[src/logic/gen_cfg_pkg.sv]
// Constants and types for the generator configuration command handler
package gen_cfg_pkg;
  // Register byte offsets
  localparam logic [5:0] CTRL_OFF      = 6'h00;
  localparam logic [5:0] TRIG_OFF      = 6'h04;
  localparam logic [5:0] STATE_OFF     = 6'h08;
  localparam logic [5:0] SLOT_OFF      = 6'h0c;
  localparam logic [5:0] FREE_OFF      = 6'h10;
  localparam logic [5:0] POINT_OFF     = 6'h14;
  localparam logic [5:0] ERR_OFF       = 6'h18;
  localparam logic [5:0] AMP_OFF       = 6'h1c;
  localparam logic [5:0] OFS_OFF       = 6'h20;
  localparam logic [5:0] LISTING_OFF   = 6'h24;
  // CTRL field positions
  localparam int CTRL_ORDER_LSB  = 0;
  localparam int CTRL_LOAD_LSB   = 2;
  localparam int CTRL_SYNC_BIT   = 4;
  localparam int CTRL_TSTATE_BIT = 5;
  localparam int CTRL_LINES_LSB  = 8;
  // TRIG field positions
  localparam int TRIG_FIRE_BIT   = 0;
  // STATE write fields: op in [1:0], location in [5:4], autorecall [8]
  localparam int STATE_LOC_LSB   = 4;
  localparam int STATE_AUTO_BIT  = 8;
  localparam int STATE_SAVE_BIT  = 9;
  // SLOT write fields: slot [1:0], op [5:4] (1 store, 2 delete)
  localparam int SLOT_OP_LSB     = 4;
  // Encodings
  localparam logic [1:0] ORDER_NORMAL  = 2'h0;
  localparam logic [1:0] ORDER_SWAPPED = 2'h1;
  localparam logic [1:0] LOAD_FIFTY    = 2'h0;
  localparam logic [1:0] LOAD_HIGHZ    = 2'h1;
  localparam logic [1:0] LOAD_MIN      = 2'h2;
  localparam logic [1:0] LOAD_MAX      = 2'h3;
  localparam logic [1:0] OP_SAVE       = 2'h1;
  localparam logic [1:0] OP_DELETE     = 2'h2;
  localparam logic [1:0] OP_RECALL     = 2'h3;
  // Error codes
  localparam logic [9:0] ERR_NONE      = 10'h000;
  localparam logic [9:0] ERR_NO_STATE  = 10'h32a;
  localparam logic [9:0] ERR_CHECKSUM  = 10'h304;
  localparam logic [9:0] ERR_PARAM     = 10'h3ff;
  // Reset values
  localparam logic [15:0] AMP_RESET    = 16'h0064;
  localparam logic [15:0] OFS_RESET    = 16'h0000;
  localparam int SLOT_COUNT            = 4;
  localparam int SLOT_POINTS           = 16384;
  localparam int STATE_LOCS            = 4;
  // Trigger pulse width
  localparam int CLOCK_HZ              = 25_000_000;
  localparam int PULSE_NS              = 1000;
  localparam int PULSE_CYCLES =
    (PULSE_NS * (CLOCK_HZ / 1_000_000) + 999) / 1000;
  // Listing characters
  localparam logic [7:0] CH_QUOTE      = 8'h22;
  localparam logic [7:0] CH_COMMA      = 8'h2c;
  localparam logic [7:0] CH_NUL        = 8'h00;
  localparam logic [7:0] CH_DIGIT0     = 8'h30;
endpackage

[src/logic/gen_cfg_handler.sv]
// Generator configuration command handler with Avalon-MM register slave
// Notes on behaviour
// Listing query returns quoted comma-separated names, empty quotes if none
// Four fixed waveform slots of up to 16k points each
// Free-slot query returns unused slot count, 0 to 4
// Normal order: high byte first, point assembled that way
// Swapped order: low byte first, point reassembled accordingly
// Point is 12 bits carried as two bytes on 8-bit port
// Byte order resets to normal; query reports normal or swapped
// Delete location 0-3; error 810 when location empty
// Location 0 cleared gives error 772 at next power-up
// Auto-recall restores location 0 at power-up and system reset
// Auto-recall off from factory; reads 0 off, 1 on
// Auto-recall flag is saved with location 0; host must save
// Saved state keeps non-volatile waveform selection, not volatile data
// Location 0 survives power loss and interface reset
// Termination 50 ohm or high-Z; min 50, max high-Z, reset 50
// Termination change doubles or halves amplitude and offset
// Sync enable gates sync output, on after reset, reads 0/1
// Disabled sync output level is undefined
// Immediate trigger pulses ext high and enabled lines low
// Trigger-state setting stored but changes nothing
// Eight line enables, off at reset, volatile, read 0 or 1
// Bad order, termination or location rejected with parameter error
//
// Local design decisions: the Avalon-MM slave port and the placing of the registers.
`timescale 1ns/100ps
module gen_cfg_handler
  import gen_cfg_pkg::*;
#(
  parameter int LINES = 8
) (
  // Clock and reset
  input  wire logic              clock,
  input  wire logic              rst_b,
  // Power-up and backplane system reset events
  input  wire logic              power_up,
  input  wire logic              sys_reset,
  // Avalon-MM slave
  input  wire logic [5:0]        address,
  input  wire logic              read,
  input  wire logic              write,
  input  wire logic [31:0]       writedata,
  input  wire logic [3:0]        byteenable,
  output logic      [31:0]       readdata,
  output logic                   waitrequest,
  // Binary point byte stream
  input  wire logic              byte_valid,
  input  wire logic [7:0]        byte_data,
  output logic                   point_valid,
  output logic      [11:0]       point_data,
  // Sync and trigger outputs
  input  wire logic              sync_src,
  output logic                   sync_out,
  output logic                   ext_trig,
  output logic      [LINES-1:0]  line_trig_n,
  // Output settings to analog path
  output logic                   load_highz,
  output logic      [15:0]       amplitude,
  output logic      [15:0]       offset_out
);

  typedef struct packed {
    logic [31:0]       rdata;
    logic              wait_n;
    logic [1:0]        order;
    logic              highz;
    logic              sync_en;
    logic              tstate;
    logic [LINES-1:0]  line_en;
    logic [15:0]       amp;
    logic [15:0]       ofs;
    logic [SLOT_COUNT-1:0] slot_used;
    logic [1:0]        cur_slot;
    logic              cur_nv;
    logic [STATE_LOCS-1:0] loc_valid;
    logic              auto_recall;
    logic              saved_auto;
    logic              saved_highz;
    logic              saved_sync;
    logic [15:0]       saved_amp;
    logic [15:0]       saved_ofs;
    logic [1:0]        saved_slot;
    logic              saved_nv;
    logic [9:0]        err;
    logic              have_hi;
    logic [7:0]        first;
    logic              pvalid;
    logic [11:0]       pdata;
    logic              sync_q;
    logic [7:0]        pulse_cnt;
    logic              ext;
    logic [LINES-1:0]  lines_n;
  } state_t;

  state_t st_reg, st_next;

  function automatic logic [2:0] free_count(input logic [3:0] used);
    free_count = 3'(!used[0]) + 3'(!used[1]) + 3'(!used[2]) + 3'(!used[3]);
  endfunction

  // Listing bytes: "name","name" with name = digit; byte index selects
  function automatic logic [7:0] listing_byte(input logic [3:0] used,
                                              input logic [4:0] idx);
    logic [7:0] b;
    logic [4:0] pos;
    logic       any;
    b   = CH_NUL;
    pos = 5'h00;
    any = |used;
    if (!any) begin
      if (idx < 5'h02) begin
        b = CH_QUOTE;
      end
    end else begin
      for (int i = 0; i < SLOT_COUNT; i++) begin
        if (used[i]) begin
          if (pos != 5'h00 && idx == pos) begin
            b = CH_COMMA;
          end
          if (pos != 5'h00) begin
            pos = pos + 5'h01;
          end
          if (idx == pos || idx == pos + 5'h02) begin
            b = CH_QUOTE;
          end
          if (idx == pos + 5'h01) begin
            b = CH_DIGIT0 + 8'(i);
          end
          pos = pos + 5'h03;
        end
      end
    end
    listing_byte = b;
  endfunction

  logic wr_hit, rd_hit;
  // Write lands at the edge where waitrequest is sampled low
  assign wr_hit = write && st_reg.wait_n;
  assign rd_hit = read && !st_reg.wait_n;

  always_comb begin
    st_next        = st_reg;
    st_next.wait_n = 1'b0;
    st_next.pvalid = 1'b0;
    st_next.sync_q = sync_src && st_reg.sync_en;
    // Trigger pulse timing
    if (st_reg.pulse_cnt != 8'h00) begin
      st_next.pulse_cnt = st_reg.pulse_cnt - 8'h01;
      if (st_reg.pulse_cnt == 8'h01) begin
        st_next.ext     = 1'b0;
        st_next.lines_n = '1;
      end
    end
    // Byte stream assembly
    if (byte_valid) begin
      if (!st_reg.have_hi) begin
        st_next.have_hi = 1'b1;
        st_next.first   = byte_data;
      end else begin
        st_next.have_hi = 1'b0;
        st_next.pvalid  = 1'b1;
        if (st_reg.order == ORDER_SWAPPED) begin
          st_next.pdata = {byte_data[3:0], st_reg.first};
        end else begin
          st_next.pdata = {st_reg.first[3:0], byte_data};
        end
      end
    end
    // Recall on power-up or backplane system reset
    if (power_up || sys_reset) begin
      st_next.order   = ORDER_NORMAL;
      st_next.line_en = '0;
      st_next.tstate  = 1'b0;
      if (power_up && !st_reg.loc_valid[0]) begin
        st_next.err = ERR_CHECKSUM;
      end
      if (st_reg.saved_auto && st_reg.loc_valid[0]) begin
        st_next.highz   = st_reg.saved_highz;
        st_next.sync_en = st_reg.saved_sync;
        st_next.amp     = st_reg.saved_amp;
        st_next.ofs     = st_reg.saved_ofs;
        st_next.cur_slot = st_reg.saved_slot;
        st_next.cur_nv  = st_reg.saved_nv &&
                          st_reg.slot_used[st_reg.saved_slot];
        st_next.auto_recall = 1'b1;
      end else begin
        st_next.highz   = 1'b0;
        st_next.sync_en = 1'b1;
        st_next.amp     = AMP_RESET;
        st_next.ofs     = OFS_RESET;
        st_next.cur_nv  = 1'b0;
        st_next.auto_recall = st_reg.saved_auto;
      end
    end
    // Bus access, one cycle wait then answer
    if (read || write) begin
      st_next.wait_n = !st_reg.wait_n;
    end
    if (rd_hit) begin
      unique case (address)
        CTRL_OFF: st_next.rdata =
          32'({st_reg.line_en, 2'h0, st_reg.tstate, st_reg.sync_en,
               1'b0, st_reg.highz, st_reg.order});
        STATE_OFF: st_next.rdata =
          32'({st_reg.auto_recall, 4'h0, st_reg.loc_valid});
        SLOT_OFF: st_next.rdata =
          32'({st_reg.cur_nv, st_reg.cur_slot, st_reg.slot_used});
        FREE_OFF: st_next.rdata =
          32'(free_count(st_reg.slot_used));
        POINT_OFF: st_next.rdata = 32'(st_reg.pdata);
        ERR_OFF: st_next.rdata = 32'(st_reg.err);
        AMP_OFF: st_next.rdata = 32'(st_reg.amp);
        OFS_OFF: st_next.rdata = 32'(st_reg.ofs);
        LISTING_OFF, LISTING_OFF + 6'h04, LISTING_OFF + 6'h08,
        LISTING_OFF + 6'h0c: begin
          for (int k = 0; k < 4; k++) begin
            st_next.rdata[8*k +: 8] = listing_byte(st_reg.slot_used,
              5'({address[3:2] - 2'h1, 2'(k)}));
          end
        end
        default: st_next.rdata = 32'h0000_0000;
      endcase
    end
    if (rd_hit && address == ERR_OFF) begin
      st_next.err = ERR_NONE;
    end
    if (wr_hit) begin
      unique case (address)
        CTRL_OFF: begin
          if (byteenable[0]) begin
            if (writedata[CTRL_ORDER_LSB +: 2] > ORDER_SWAPPED) begin
              st_next.err = ERR_PARAM;
            end else begin
              st_next.order = writedata[CTRL_ORDER_LSB +: 2];
            end
            if (writedata[CTRL_LOAD_LSB +: 2] == LOAD_FIFTY ||
                writedata[CTRL_LOAD_LSB +: 2] == LOAD_MIN) begin
              st_next.highz = 1'b0;
            end else begin
              st_next.highz = 1'b1;
            end
            if (st_next.highz && !st_reg.highz) begin
              st_next.amp = {st_reg.amp[14:0], 1'b0};
              st_next.ofs = {st_reg.ofs[14:0], 1'b0};
            end else if (!st_next.highz && st_reg.highz) begin
              st_next.amp = {1'b0, st_reg.amp[15:1]};
              st_next.ofs = {st_reg.ofs[15], st_reg.ofs[15:1]};
            end
            st_next.sync_en = writedata[CTRL_SYNC_BIT];
            st_next.tstate  = writedata[CTRL_TSTATE_BIT];
          end
          if (byteenable[1]) begin
            st_next.line_en = writedata[CTRL_LINES_LSB +: LINES];
          end
        end
        TRIG_OFF: begin
          if (writedata[TRIG_FIRE_BIT]) begin
            st_next.ext       = 1'b1;
            st_next.lines_n   = ~st_reg.line_en;
            st_next.pulse_cnt = 8'(PULSE_CYCLES);
          end
        end
        STATE_OFF: begin
          st_next.auto_recall = writedata[STATE_AUTO_BIT];
          unique case (writedata[1:0])
            OP_SAVE: begin
              st_next.loc_valid[writedata[STATE_LOC_LSB +: 2]] = 1'b1;
              if (writedata[STATE_LOC_LSB +: 2] == 2'h0) begin
                st_next.saved_auto  = st_next.auto_recall;
                st_next.saved_highz = st_reg.highz;
                st_next.saved_sync  = st_reg.sync_en;
                st_next.saved_amp   = st_reg.amp;
                st_next.saved_ofs   = st_reg.ofs;
                st_next.saved_slot  = st_reg.cur_slot;
                st_next.saved_nv    = st_reg.cur_nv;
              end
            end
            OP_DELETE: begin
              if (!st_reg.loc_valid[writedata[STATE_LOC_LSB +: 2]]) begin
                st_next.err = ERR_NO_STATE;
              end
              st_next.loc_valid[writedata[STATE_LOC_LSB +: 2]] = 1'b0;
            end
            default: begin
            end
          endcase
        end
        SLOT_OFF: begin
          unique case (writedata[SLOT_OP_LSB +: 2])
            OP_SAVE: st_next.slot_used[writedata[1:0]] = 1'b1;
            OP_DELETE: st_next.slot_used[writedata[1:0]] = 1'b0;
            OP_RECALL: begin
              st_next.cur_slot = writedata[1:0];
              st_next.cur_nv   = st_reg.slot_used[writedata[1:0]];
            end
            default: begin
            end
          endcase
        end
        AMP_OFF: st_next.amp = writedata[15:0];
        OFS_OFF: st_next.ofs = writedata[15:0];
        default: begin
        end
      endcase
    end
  end

  always_ff @(posedge clock) begin
    if (!rst_b) begin
      st_reg             <= '0;
      st_reg.sync_en     <= 1'b1;
      st_reg.amp         <= AMP_RESET;
      st_reg.ofs         <= OFS_RESET;
      st_reg.lines_n     <= '1;
      st_reg.slot_used   <= st_next.slot_used;
      st_reg.loc_valid   <= st_next.loc_valid;
      st_reg.saved_auto  <= st_next.saved_auto;
      st_reg.saved_highz <= st_next.saved_highz;
      st_reg.saved_sync  <= st_next.saved_sync;
      st_reg.saved_amp   <= st_next.saved_amp;
      st_reg.saved_ofs   <= st_next.saved_ofs;
      st_reg.saved_slot  <= st_next.saved_slot;
      st_reg.saved_nv    <= st_next.saved_nv;
      st_reg.auto_recall <= st_next.saved_auto;
    end else begin
      st_reg <= st_next;
    end
  end

  assign readdata    = st_reg.rdata;
  assign waitrequest = !st_reg.wait_n;
  assign point_valid = st_reg.pvalid;
  assign point_data  = st_reg.pdata;
  assign sync_out    = st_reg.sync_q;
  assign ext_trig    = st_reg.ext;
  assign line_trig_n = st_reg.lines_n;
  assign load_highz  = st_reg.highz;
  assign amplitude   = st_reg.amp;
  assign offset_out  = st_reg.ofs;

endmodule // gen_cfg_handler

[config.mk]
export PLATFORM = sky130hd
export DESIGN_NAME = gen_cfg_handler
export DESIGN_NICKNAME = d
export VERILOG_FILES = /design/src/logic/gen_cfg_pkg.sv /design/src/logic/gen_cfg_handler.sv
export SDC_FILE = /design/constraint.sdc
export NUM_CORES = 1
export LEC_CHECK = 0
export CAP_MARGIN = 40
export CELL_PAD_IN_SITES_DETAIL_PLACEMENT = 0
export CELL_PAD_IN_SITES_GLOBAL_PLACEMENT = 1
export CORE_MARGIN = 3
export CORE_UTILIZATION = 52
export CTS_CLUSTER_DIAMETER = 40
export CTS_CLUSTER_SIZE = 12
export DETAILED_ROUTE_END_ITERATION = 8
export DONT_BUFFER_PORTS = 1
export PLACE_DENSITY_LB_ADDON = 0.1
export SLEW_MARGIN = 20
export SYNTH_ARGS = -nofsm -noshare
export SYNTH_HDL_FRONTEND = slang
export SYNTH_SLANG_ARGS = --single-unit
[constraint.sdc]
create_clock -name clock -period 10.15 [get_ports clock]
set_clock_uncertainty 0.1 [all_clocks]
set_input_delay 0.5075 -clock clock [delete_from_list [all_inputs] [get_ports clock]]
set_output_delay 0.5075 -clock clock [all_outputs]
set_load 0.02 [all_outputs]
==> metrics.txt <==
Tmin final ~5 ns; DRC viols 0; crit end category register; drt pass-1 iters 6; CTS tree yes; DIE AREA 0.0208 mm^2; RSZ-0062 raised after global routing false; worst-margin pin slew approximately 0.88 ns; DRT antenna net count 0; Pleak ~3.6 nW; final net count roughly 1100; commonest cells after routing, fill and taps aside nand2_1 (139), dfxtp_1 (127), a21oi_1 (92), nor2_1 (71), a22oi_1 (69); clk_lat worst skew roughly 0.44 ns; Top FF cell, synth dfxtp_1; Sw Share 0.277; NetSw 448 uW; number of global-route vias before repair between 7000 and 8000; Post-synth EDFFs 45; setup total negative slack 0 ns; max cap viols 0; pin count of the biggest net entering global routing 55; # IOs 147; Yosys top cell by area dfxtp_1; reg2reg end readdata[8]; Int Pwr roughly 1.2 mW; placed instance area roughly 0.0095 mm^2; Num CTS Buffers 17; synth unique cells 79; DR iter-0 viols slightly above 1000; FP Rows 49; YS warnings 0; Final Max Tran Viols 0; Reg power frac 0.469; top cell type's share of synthesized area 0.256; number of H-tree levels 4; Fillers roughly 1700; ys async rst share 0; GRT overflow 0; status finished, final reports clean; Vias roughly 8400; WL/cell about 24 um; register area share after synthesis 0.392; most common cell after layout, fill and taps aside nand2_1; Syn Area/Cell ~8.6 um^2; Post CTS Setup Buffer Count 0; post-CTS sizing 0; # setup viols final 0; largest buffer count on any clock path 2; # clock sinks between 150 and 200; WL final around 31000 um; Area contributors post-synth dfxtp_1 (26%), edfxtp_1 (14%), buf_4 (6.3%), nand2_1 (5.2%), a22oi_1 (5.2%); worst setup path endpoint readdata[8]; CTS root buffer clkbuf_16; PD cells about 160 mW/mm^2; # hold bufs at CTS 0; Die H 144 um; Gate power share 0.105; FMAX roughly 200 MHz; CP required slightly above 10 ns; fraction of layout cells with a size suffix above 1 0.0657; layout overhead on the synthesized area 1.60%; core region area about 0.018 mm^2; Clock Power Share 0.426; Crit Path Max Fanout 21; chip width 144 um; initial antenna violation count 1; FF-to-FF setup slack between 5 and 6 ns; first-pass GRT wire length 47700 um; Hold WC Path Type input port to register; max reg flops 82; CP Class register to register; crit start category register; GP Congestion around 0.90; vias per cell approximately 6.6; Worst EP arrival 5.10 ns; Initial Util 0.540; worst relative slew slack 0.410; Seq cells post-synth 172; final hold violations 0; design area roughly 0.010 mm^2; Reg clk slew, reported paths around 0.070 ns; Syn Inst Count 1158; worst vdd ir approximately 0.14 mV; Final HPWL DP between 20000 and 25000 um; GRT Util Overall 0.298; number of diodes 0; Reg2Reg Depth 15; Mapped Area between 0.009 and 0.01 mm^2; IO Port Bufs 0; crit share post-route 0.482
==> stage by stage <==
step                      cells  power (mW)  hold slack, ns  worst slack, ns  utilization
final                      1280        1.62          0.0501             5.25        0.549
after global routing       1280        1.68          0.0281             4.88        0.549
after CTS                  1278        1.62          0.0344             5.32        0.548
after detailed placement   1246       0.942           0.346             5.35        0.514
after global placement     1241       0.940           0.341             5.40        0.512
after floorplan            1161       0.912           0.330             6.15            -
==> Yosys cell counts (6+ instances only) <==
cell	instances
nand2_1	139
dfxtp_1	127
a21oi_1	92
buf_4	84
nor2_1	72
a22oi_1	69
clkbuf_1	60
edfxtp_1	45
o21ai_0	41
inv_1	31
nand3_1	31
ha_1	29
nor3_1	22
o22a_1	19
and2_1	17
and3_1	17
o22ai_1	17
mux2i_1	16
nor2b_1	13
a221oi_1	12
nand2b_1	12
a222oi_1	11
a31oi_1	11
buf_1	10
o21ai_1	10
xnor2_1	10
o211ai_1	9
nand4_1	8
o21a_1	7
o221ai_1	7
a21boi_0	6
a21o_1	6
buf_2	6
nor4_1	6
xor2_1	6
==> metal layers <==
| layer | share of wire | up-vias | track usage |
|---|---|---|---|
| met4 | 0.022 | 2 | 0.0977 |
| li1 | - | 3928 | - |
| met5 | 0.00042 | - | 0 |
| met1 | 0.43 | 4022 | 0.413 |
| met2 | 0.44 | 427 | 0.449 |
| met3 | 0.11 | 46 | 0.0876 |
==> cells by family (layout without fill, tap and decap cells) <==
group | Yosys count | count (layout) | synth area share
fa+ha+maj | 30 | 30 | 0.0385
xor+xnor | 17 | 17 | 0.0157
buf+inv | 192 | 82 | 0.106
simple gates | 363 | 363 | 0.173
compound gates | 364 | 364 | 0.252
mux | 19 | 19 | 0.0229
other cells | 1 | 4 | 0.000377
flops | 172 | 172 | 0.392
==> area by class of cell <==
class,instances,area [um^2],share of cell area
clock buffers,17,425,0.0421
clock inverters,15,203,0.0201
inverters,31,116,0.0115
multi-input cells,797,5020,0.497
flip-flops and latches,172,3890,0.386
well taps,229,287,0.0284
repair buffers,19,153,0.0151
==> power by group through the flow <==
stage	sequential (mW)	clock, mW	combinational, mW
floorplan	0.758	0	0.154
finish	0.758	0.689	0.169
detailed placement	0.774	0	0.168
CTS	0.758	0.695	0.169
global placement	0.774	0	0.167
global route	0.762	0.723	0.192
==> worst min-delay path by stage <==
stage / endpoint / startpoint / slack [ns] / cells past startpoint
global placement: st_reg[35] / st_reg[35] / 0.34 / 2
CTS: line_trig_n[3] / rst_b / 0.03 / 1
global route: line_trig_n[5] / rst_b / 0.03 / 1
floorplan: st_reg[50] / st_reg[93] / 0.33 / 0
detailed placement: st_reg[36] / st_reg[36] / 0.35 / 2
finish: line_trig_n[7] / rst_b / 0.05 / 1
==> critical path, cell delays in order (launching register included) <==
cell      delay, ns
edfxtp_1       0.63
ha_1           0.71
and2_1         0.29
a21o_1         0.21
inv_1          0.08
ha_1           0.29
nor3b_1        0.19
nor3_1         0.40
nor2_1         0.14
ha_1           0.26
xnor2_1        0.14
xnor2_1        0.24
nand2_1        0.12
o32ai_1        0.67
or3_1          0.21
a32oi_1        0.09
Power figures use the tool's default switching activity.
